[config.mk]
export PLATFORM = sky130hd
export DESIGN_NAME = tcf_frame_builder
export DESIGN_NICKNAME = d
export VERILOG_FILES = /design/src/tcf_pkg.sv /design/src/tcf_frame_builder.sv
export VERILOG_INCLUDE_DIRS = /design/src
export SDC_FILE = /design/constraint.sdc
export NUM_CORES = 1
export LEC_CHECK = 0
export BUFFER_PORTS_ARGS = -buffer_cell sky130_fd_sc_hd__buf_2
export CAP_MARGIN = 30
export CORE_ASPECT_RATIO = 0.5
export CORE_UTILIZATION = 51
export DETAILED_ROUTE_END_ITERATION = 12
export PLACE_DENSITY = 0.77
export SETUP_SLACK_MARGIN = 0.2
export SLEW_MARGIN = 20
export SYNTH_ARGS = -nofsm -noshare
export SYNTH_HDL_FRONTEND = slang
export SYNTH_SLANG_ARGS = --single-unit
[constraint.sdc]
create_clock -name pclk -period 1.9 [get_ports pclk]
set_input_delay 0.38 -clock pclk [delete_from_list [all_inputs] [get_ports pclk]]
set_output_delay 0.38 -clock pclk [all_outputs]
set_load 0.01 [all_outputs]
[src/tcf_regs.svh]
// Purpose: register offsets, field positions, reset values and frame codes
// Assumes: 32-bit APB data, one aligned word per register
// Notes: the block list below summarises the frame handling
//
// What the document requires of this block and its host
// RQ1: write address upper six bits hold page
// RQ2: write address low two bits select function
// RQ3: read address is status plus page fields
// RQ4: read address reports executed function and page
// RQ5: reserved status data is not identification
// RQ6: host compares read address with request
// RQ7: host resends after not-reliable response
// RQ8: frame starts 01, then length byte
// RQ9: check byte covers all but start mark
// RQ10: check byte is xor of covered bytes
// RQ11: first data field is charge-up milliseconds
// RQ12: programming commands carry programming burst milliseconds
// RQ13: command 08 reads with charge-up only
// RQ14: command E8 adds second command field
// RQ15: second command 06 requests data check word
// RQ16: count byte gives number of fields following
// RQ17: host sends keyword, password, data, write frame
// RQ18: host waits for response before next frame
`ifndef TCF_REGS_SVH
`define TCF_REGS_SVH

// register byte offsets
`define TCF_OFF_CTRL 12'h000
`define TCF_OFF_STATUS 12'h004
`define TCF_OFF_CMD 12'h008
`define TCF_OFF_BURST 12'h00c
`define TCF_OFF_COUNT 12'h010
`define TCF_OFF_ADDR 12'h014

// control fields
`define TCF_CTRL_EN 0
`define TCF_CTRL_CLR 1
`define TCF_CTRL_RST 32'h0000_0001

// status fields
`define TCF_ST_DONE 0
`define TCF_ST_OK 1
`define TCF_ST_CHKERR 2
`define TCF_ST_CNTERR 3
`define TCF_ST_CHECKW 4

// frame codes
`define TCF_START_MARK 8'h01
`define TCF_CMD_READ 8'h08
`define TCF_CMD_TWOFLD 8'he8
`define TCF_CMD2_SYNC 8'h06
`define TCF_CMD_PRGBIT 5

// write address layout, sliced to build the read address
`define TCF_WA_PAGE_HI 7
`define TCF_WA_PAGE_LO 2
`define TCF_WA_FUNC_HI 1
`define TCF_WA_FUNC_LO 0

`endif

[src/tcf_pkg.sv]
// Purpose: shared types of the tag command frame builder
// Assumes: nothing beyond the constants header
// Notes: parser states walk one received byte at a time
package tcf_pkg;

    // frame parser states
    typedef enum logic [3:0] {
        TCF_S_START = 4'b0000,
        TCF_S_LEN = 4'b0001,
        TCF_S_CMD1 = 4'b0010,
        TCF_S_CMD2 = 4'b0011,
        TCF_S_CHG = 4'b0100,
        TCF_S_PRG = 4'b0101,
        TCF_S_CNT = 4'b0110,
        TCF_S_DATA = 4'b0111,
        TCF_S_CHK = 4'b1000
    } tcf_state_e;

    // page functions carried in write and read addresses
    typedef enum logic [1:0] {
        TCF_F_READ = 2'b00,
        TCF_F_PROG = 2'b01,
        TCF_F_LOCK = 2'b10,
        TCF_F_SELRD = 2'b11
    } tcf_func_e;

    typedef logic [7:0] tcf_byte_t;

endpackage

[src/tcf_frame_builder.sv]
// Purpose: parse host command frames and form the tag read address
// Assumes: one received byte per pclk cycle with rx_valid high, APB register access
// Notes: prdata and pready are registered, so each access needs no wait state
//
// The implementer's own choices: the APB register port and the placing of the registers.
`timescale 1ns/1ps
`include "tcf_regs.svh"

module tcf_frame_builder (
    // clock and reset
    input wire logic pclk,
    input wire logic presetn,
    // apb slave
    input wire logic psel,
    input wire logic penable,
    input wire logic pwrite,
    input wire logic [11:0] paddr,
    input wire logic [31:0] pwdata,
    output logic [31:0] prdata,
    output logic pready,
    output logic pslverr,
    // host byte stream
    input wire logic rx_valid,
    input wire tcf_pkg::tcf_byte_t rx_data,
    // frame results
    output logic frame_done,
    output logic frame_ok,
    output tcf_pkg::tcf_byte_t read_addr
);
    import tcf_pkg::*;

    ////////////////////////////////////////////////////////////////////////////
    // state
    tcf_state_e state_q;
    tcf_state_e state_d;
    logic [7:0] rem_q;
    logic [7:0] lrc_q;
    logic [7:0] cmd1_q;
    logic [7:0] cmd2_q;
    logic [7:0] chg_ms_q;
    logic [7:0] prg_ms_q;
    logic [7:0] cnt_q;
    logic [7:0] seen_q;
    logic [7:0] waddr_q;
    logic [31:0] ctrl_q;
    logic done_q;
    logic ok_q;
    logic chkerr_q;
    logic cnterr_q;
    logic pulse_q;
    logic [7:0] raddr_q;
    logic [31:0] prdata_q;
    logic pready_q;
    logic pslverr_q;

    ////////////////////////////////////////////////////////////////////////////
    // byte acceptance and next state
    wire logic take = rx_valid & ctrl_q[`TCF_CTRL_EN];
    wire logic last = (rem_q == 8'h01);
    // RQ14 second command field follows
    wire logic two_cmd = (rx_data == `TCF_CMD_TWOFLD);
    // RQ12 programming burst present
    wire logic has_prg = cmd1_q[`TCF_CMD_PRGBIT];
    // RQ10 xor check compare
    wire logic chk_good = (lrc_q == rx_data);
    wire logic cnt_good = (seen_q == cnt_q);
    wire logic end_frame = take & (state_q == TCF_S_CHK);
    // RQ4 frame carried a write address
    wire logic has_wa = (seen_q != 8'h00);

    // next state after a taken byte
    always_comb begin
        state_d = state_q;
        unique case (state_q)
            TCF_S_START: state_d = (rx_data == `TCF_START_MARK) ? TCF_S_LEN : TCF_S_START;
            TCF_S_LEN: state_d = (rx_data == 8'h00) ? TCF_S_CHK : TCF_S_CMD1;
            TCF_S_CMD1: state_d = last ? TCF_S_CHK : (two_cmd ? TCF_S_CMD2 : TCF_S_CHG);
            TCF_S_CMD2: state_d = last ? TCF_S_CHK : TCF_S_CHG;
            TCF_S_CHG: state_d = last ? TCF_S_CHK : (has_prg ? TCF_S_PRG : TCF_S_CNT);
            TCF_S_PRG: state_d = last ? TCF_S_CHK : TCF_S_CNT;
            TCF_S_CNT: state_d = last ? TCF_S_CHK : TCF_S_DATA;
            TCF_S_DATA: state_d = last ? TCF_S_CHK : TCF_S_DATA;
            TCF_S_CHK: state_d = TCF_S_START;
            default: state_d = TCF_S_START;
        endcase
    end

    ////////////////////////////////////////////////////////////////////////////
    // frame parser
    // RQ8 start mark then length count
    always_ff @(posedge pclk or negedge presetn) begin
        if (!presetn) begin
            state_q <= TCF_S_START;
            rem_q <= 8'h00;
        end else if (take) begin
            state_q <= state_d;
            rem_q <= (state_q == TCF_S_LEN) ? rx_data : rem_q - 8'h01;
        end
    end

    // RQ9 check covers all but start mark
    always_ff @(posedge pclk or negedge presetn) begin
        if (!presetn) begin
            lrc_q <= 8'h00;
        end else if (take) begin
            if (state_q == TCF_S_START) begin
                lrc_q <= 8'h00;
            end else if (state_q != TCF_S_CHK) begin
                lrc_q <= lrc_q ^ rx_data;
            end
        end
    end

    // captured command and data fields
    always_ff @(posedge pclk or negedge presetn) begin
        if (!presetn) begin
            cmd1_q <= 8'h00;
            cmd2_q <= 8'h00;
            chg_ms_q <= 8'h00;
            prg_ms_q <= 8'h00;
            cnt_q <= 8'h00;
            seen_q <= 8'h00;
            waddr_q <= 8'h00;
        end else if (take) begin
            unique case (state_q)
                // RQ13 command field captured
                TCF_S_CMD1: begin
                    cmd1_q <= rx_data;
                    cmd2_q <= 8'h00;
                    prg_ms_q <= 8'h00;
                    cnt_q <= 8'h00;
                    seen_q <= 8'h00;
                end
                // RQ15 second command field
                TCF_S_CMD2: cmd2_q <= rx_data;
                // RQ11 charge-up milliseconds
                TCF_S_CHG: chg_ms_q <= rx_data;
                TCF_S_PRG: prg_ms_q <= rx_data;
                // RQ16 announced field count
                TCF_S_CNT: cnt_q <= rx_data;
                TCF_S_DATA: begin
                    seen_q <= seen_q + 8'h01;
                    if (seen_q == 8'h00) begin
                        waddr_q <= rx_data;
                    end
                end
                default: ;
            endcase
        end
    end

    ////////////////////////////////////////////////////////////////////////////
    // frame results and status; hardware set wins over software clear
    wire logic clr = pready_q & psel & penable & pwrite & (paddr == `TCF_OFF_CTRL)
                     & pwdata[`TCF_CTRL_CLR];
    wire logic good = chk_good & cnt_good;
    // RQ4 executed function and page
    wire logic [7:0] raddr_d = {waddr_q[`TCF_WA_FUNC_HI:`TCF_WA_FUNC_LO],
                                waddr_q[`TCF_WA_PAGE_HI:`TCF_WA_PAGE_LO]};

    always_ff @(posedge pclk or negedge presetn) begin
        if (!presetn) begin
            done_q <= 1'b0;
            ok_q <= 1'b0;
            chkerr_q <= 1'b0;
            cnterr_q <= 1'b0;
        end else begin
            done_q <= end_frame | (done_q & ~clr);
            ok_q <= end_frame ? good : (ok_q & ~clr);
            chkerr_q <= (end_frame & ~chk_good) | (chkerr_q & ~clr);
            cnterr_q <= (end_frame & ~cnt_good) | (cnterr_q & ~clr);
        end
    end

    // RQ3 read address status and page
    always_ff @(posedge pclk or negedge presetn) begin
        if (!presetn) begin
            pulse_q <= 1'b0;
            raddr_q <= 8'h00;
        end else begin
            pulse_q <= end_frame;
            if (end_frame & good & has_wa) begin
                raddr_q <= raddr_d;
            end
        end
    end

    ////////////////////////////////////////////////////////////////////////////
    // apb decode; data and answer are prepared in the setup cycle
    wire logic setup = psel & ~penable;
    wire logic wr_ctrl = pready_q & psel & penable & pwrite & (paddr == `TCF_OFF_CTRL);
    wire logic mapped = (paddr == `TCF_OFF_CTRL) | (paddr == `TCF_OFF_STATUS)
                        | (paddr == `TCF_OFF_CMD) | (paddr == `TCF_OFF_BURST)
                        | (paddr == `TCF_OFF_COUNT) | (paddr == `TCF_OFF_ADDR);
    wire logic checkw = (cmd2_q == `TCF_CMD2_SYNC);
    wire logic [31:0] status_w = {27'h0, checkw, cnterr_q, chkerr_q, ok_q, done_q};
    wire logic [31:0] rdata_w =
        (paddr == `TCF_OFF_CTRL) ? {31'h0, ctrl_q[`TCF_CTRL_EN]} :
        (paddr == `TCF_OFF_STATUS) ? status_w :
        (paddr == `TCF_OFF_CMD) ? {16'h0, cmd2_q, cmd1_q} :
        (paddr == `TCF_OFF_BURST) ? {16'h0, prg_ms_q, chg_ms_q} :
        (paddr == `TCF_OFF_COUNT) ? {16'h0, seen_q, cnt_q} :
        (paddr == `TCF_OFF_ADDR) ? {16'h0, raddr_q, waddr_q} : 32'h0;

    always_ff @(posedge pclk or negedge presetn) begin
        if (!presetn) begin
            pready_q <= 1'b0;
            pslverr_q <= 1'b0;
            prdata_q <= 32'h0;
        end else begin
            pready_q <= setup;
            pslverr_q <= setup & ~mapped;
            prdata_q <= (setup & ~pwrite) ? rdata_w : 32'h0;
        end
    end

    // control register, enable bit only is stored
    always_ff @(posedge pclk or negedge presetn) begin
        if (!presetn) begin
            ctrl_q <= `TCF_CTRL_RST;
        end else if (wr_ctrl) begin
            ctrl_q <= {31'h0, pwdata[`TCF_CTRL_EN]};
        end
    end

    ////////////////////////////////////////////////////////////////////////////
    // outputs
    assign prdata = prdata_q;
    assign pready = pready_q;
    assign pslverr = pslverr_q;
    assign frame_done = pulse_q;
    assign frame_ok = ok_q;
    assign read_addr = raddr_q;
endmodule // tcf_frame_builder

==> key figures <==
STA
  • Max Fclk: 460 MHz
  • Final Hold Viols: 1
  • Clock Skews: 9.76 ps
  • Fin crit share: 114%
  • Slew @ Worst Pin: 545 ps
  • Final-report max-slew violation count: 0
  • WHS: -0.328 ps
  • Final Setup Violations: 17
  • Slew headroom: 63.7%
  • Setup ws final: -274 ps
  • Tmin final: 2170 ps
  • RSZ-0062 raised after global routing: true

GRT
  • First-pass GRT wire length: 23.8 mm
  • Largest net degree at the start of global routing: 39
  • Initial antenna violation count: 0
  • Gr usage total: 27.5%
  • Vias in the first global route: 4636
  • Grt ovf: 0

CTS
  • Total clock sinks: 108
  • Clock Pin Slew Worst Setup and Hold Paths: 80 ps
  • # H-tree levels: 3
  • Root buffer cell: clkbuf_16
  • CTS Buffer Depth: 2
  • Skew-Pair Late Insertion Delay: 360 ps
  • CTS tree: built
  • Hold_buf cts: 0
  • CTS Buf Count: 9

Critical path
  • Worst path required time: 2140 ps
  • Critical path type: reg2reg
  • Crit. End Element: flop
  • Worst-path maximum fanout: 8
  • CP Data Arrival Time: 2410 ps
  • Element type at the critical path start: flop

Final layout
  • Most frequent cells in the layout: 106 x dfrtp_1, 79 x buf_4, 61 x nand2_1, 54 x buf_2, 47 x nor2_1
  • Post-layout util: 67.5%
  • Commonest non-fill, non-tap cell in the layout: dfrtp_1
  • N_diodes: 0
  • Share of layout cells above drive strength 1: 32.5%
  • Non-Filler Instances: 823
  • Fillers: 781
  • P&R area growth vs syn: 25.9%
  • Final #Nets: 740

Flow run
  • Max-cap violations: 0

Synth
  • Synth warn: 0
  • Main flop type after synthesis: dfrtp_1
  • Register bit total from synthesis: 108
  • Post-Synth Adder-Cell Area: 0.896%
  • Register area share after synthesis: 48.4%
  • Synth Area in Compound Gates: 12.3%
  • Cell Area, Synth: 0.00558 mm^2
  • Largest family of logic cells by synthesized area: simple AND/OR/NAND/NOR gates
  • Post-synth EDFFs: 0
  • Distinct cells, synth: 56
  • Ys async rst share: 100%
  • Synthesized instance count: 559
  • Xor-xnor portion of the synthesized cell area: 3.61%
  • Syn_area_per_cell: 9.99 um^2
  • Synth Area in Simple Gates: 18.3%
  • Proportion of synthesized area in mux cells: 11.2%

Drt
  • Drt total wl: 14.6 mm
  • Drt drc: 0
  • First-pass detailed-route iteration total: 5
  • Vias: 4648
  • Initial drt markers: 371
  • Antenna-violating nets left: 0
  • Vias per std cell: 5.65
  • WL/cell: 17.7 um

Placement
  • PortBufs: 55
  • Final RePlAce weighted congestion: 0.889
  • Inst Count DP: 797
  • Post-Place Setup Slack: -290 ps
  • Hpwl dp: 10.5 mm

Floorplan
  • I/O Pins: 102
  • Full die area: 0.0114 mm^2
  • Die Height: 76.0 um
  • Core Footprint: 0.0104 mm^2
  • Die width: 150 um
  • Initial core utilization: 53.6%
  • Row cnt: 26

Run status
  • Status: finished, violations left
  • Violated checks: hold timing, setup timing

Power and ir drop
  • Total power: 4.54 mW
  • Power Density: 646 mW/mm^2
  • P_leak: 3.48 nW
  • Worst vdd ir: 0.424 mV

Worst hold path
  • HP Class: in2async
==> area by class of cell <==
class / count / area, um^2 / share of cell area (%)
clock buffer: 9 / 225 / 3.20
clock inverter: 7 / 92.6 / 1.32
inverter: 7 / 26.3 / 0.374
multi-input combinational: 408 / 2760 / 39.2
sequential: 108 / 2710 / 38.5
tap: 140 / 175 / 2.49
timing repair buffer: 144 / 1050 / 14.9
==> per-stage QoR <==
stage          cell area (um^2)  TNS, ps
4_1_cts                    6950    -3350
6_report                   7030    -3900
3_5_place_dp               6540    -4230
3_3_place_gp               6540    -3680
2_1_floorplan              5680    -1200
5_1_grt                    7030    -4860
==> worst max-delay path, cell delays in order, from the launching register on <==
cell and delay (ps):
dfrtp_1 440, xor2_1 200, nor4_2 350, buf_4 170, nand4_1 150, nor3_4 260, buf_12 170, mux2_4 310
==> path summary, 6_finish.rpt <==
kind / cells after the start / from / endpoint / slack [ps]
max: 7 / cnt_q[3] / read_addr[6] / -270
min in group pclk: 2 / penable / pready / 210
min: 1 / presetn / seen_q[1] / -0.3
max in group asynchronous: 2 / presetn / seen_q[3] / 1220
max reg2reg: 7 / cnt_q[3] / read_addr[6] / -270
min reg2reg: 1 / rem_q[7] / rem_q[7] / 500
==> sequential cells by signal, summed over array words and instances (netlist names), 4 cells and up <==
register / count
read_addr: 8
lrc_q: 8
prg_ms_q: 8
prdata: 16
chg_ms_q: 8
seen_q: 8
state_q: 4
rem_q: 8
cmd2_q: 8
cnt_q: 8
cmd1_q: 8
waddr_q: 8
==> what timing repair did <==
action / 4_1_cts / 5_1_grt
endpoints found under the setup margin: 28 / 52
pin swaps: 7 / 3
buffers inserted: 5 / 5
hold endpoints to repair: 0 / 0
resized for setup: 15 / 16
==> cells by family (layout without fill, tap and decap cells) <==
group,after synthesis,in the layout
AOI/OAI and AO/OA,110,110
xor gates and xnor gates,23,23
adders and majority gates,4,4
buffers and inverters,58,167
DFF,108,108
muxes,58,58
other,1,16
and+or+nand+nor,197,197
==> Yosys cell counts, types with 5 or more instances <==
| master | n | area [um^2] |
|---|---|---|
| dfrtp_1 | 107 | 2680 |
| xor2_1 | 22 | 193 |
| nand2b_1 | 12 | 75.1 |
| nand3_1 | 13 | 65.1 |
| buf_2 | 7 | 35.0 |
| nor2b_1 | 8 | 50.1 |
| inv_1 | 7 | 26.3 |
| a22o_1 | 10 | 87.6 |
| nor2_1 | 49 | 184 |
| nand2_1 | 63 | 236 |
| o22a_1 | 6 | 52.6 |
| buf_4 | 17 | 128 |
| mux2i_1 | 23 | 230 |
| a21oi_1 | 20 | 100 |
| nor3_1 | 11 | 55.1 |
| mux2_1 | 5 | 56.3 |
| o21ai_0 | 45 | 225 |
| nor4_1 | 6 | 37.5 |
| clkbuf_1 | 27 | 101 |
| nand4_1 | 9 | 56.3 |
| mux2_2 | 30 | 338 |
==> report_power, final <==
part	internal, mW	switching [mW]	total (mW)
logic	0.0918	0.177	0.269
registers	2.30	0.000844	2.30
clock network	1.06	0.915	1.97
==> layer usage <==
metal  wire length (um)  track usage [%]
met4                261             8.08
met5                  0                0
met3               1030             6.59
met1               6530             37.7
met2               6750             43.3
No activity file was read; power rests on OpenSTA's default activity.
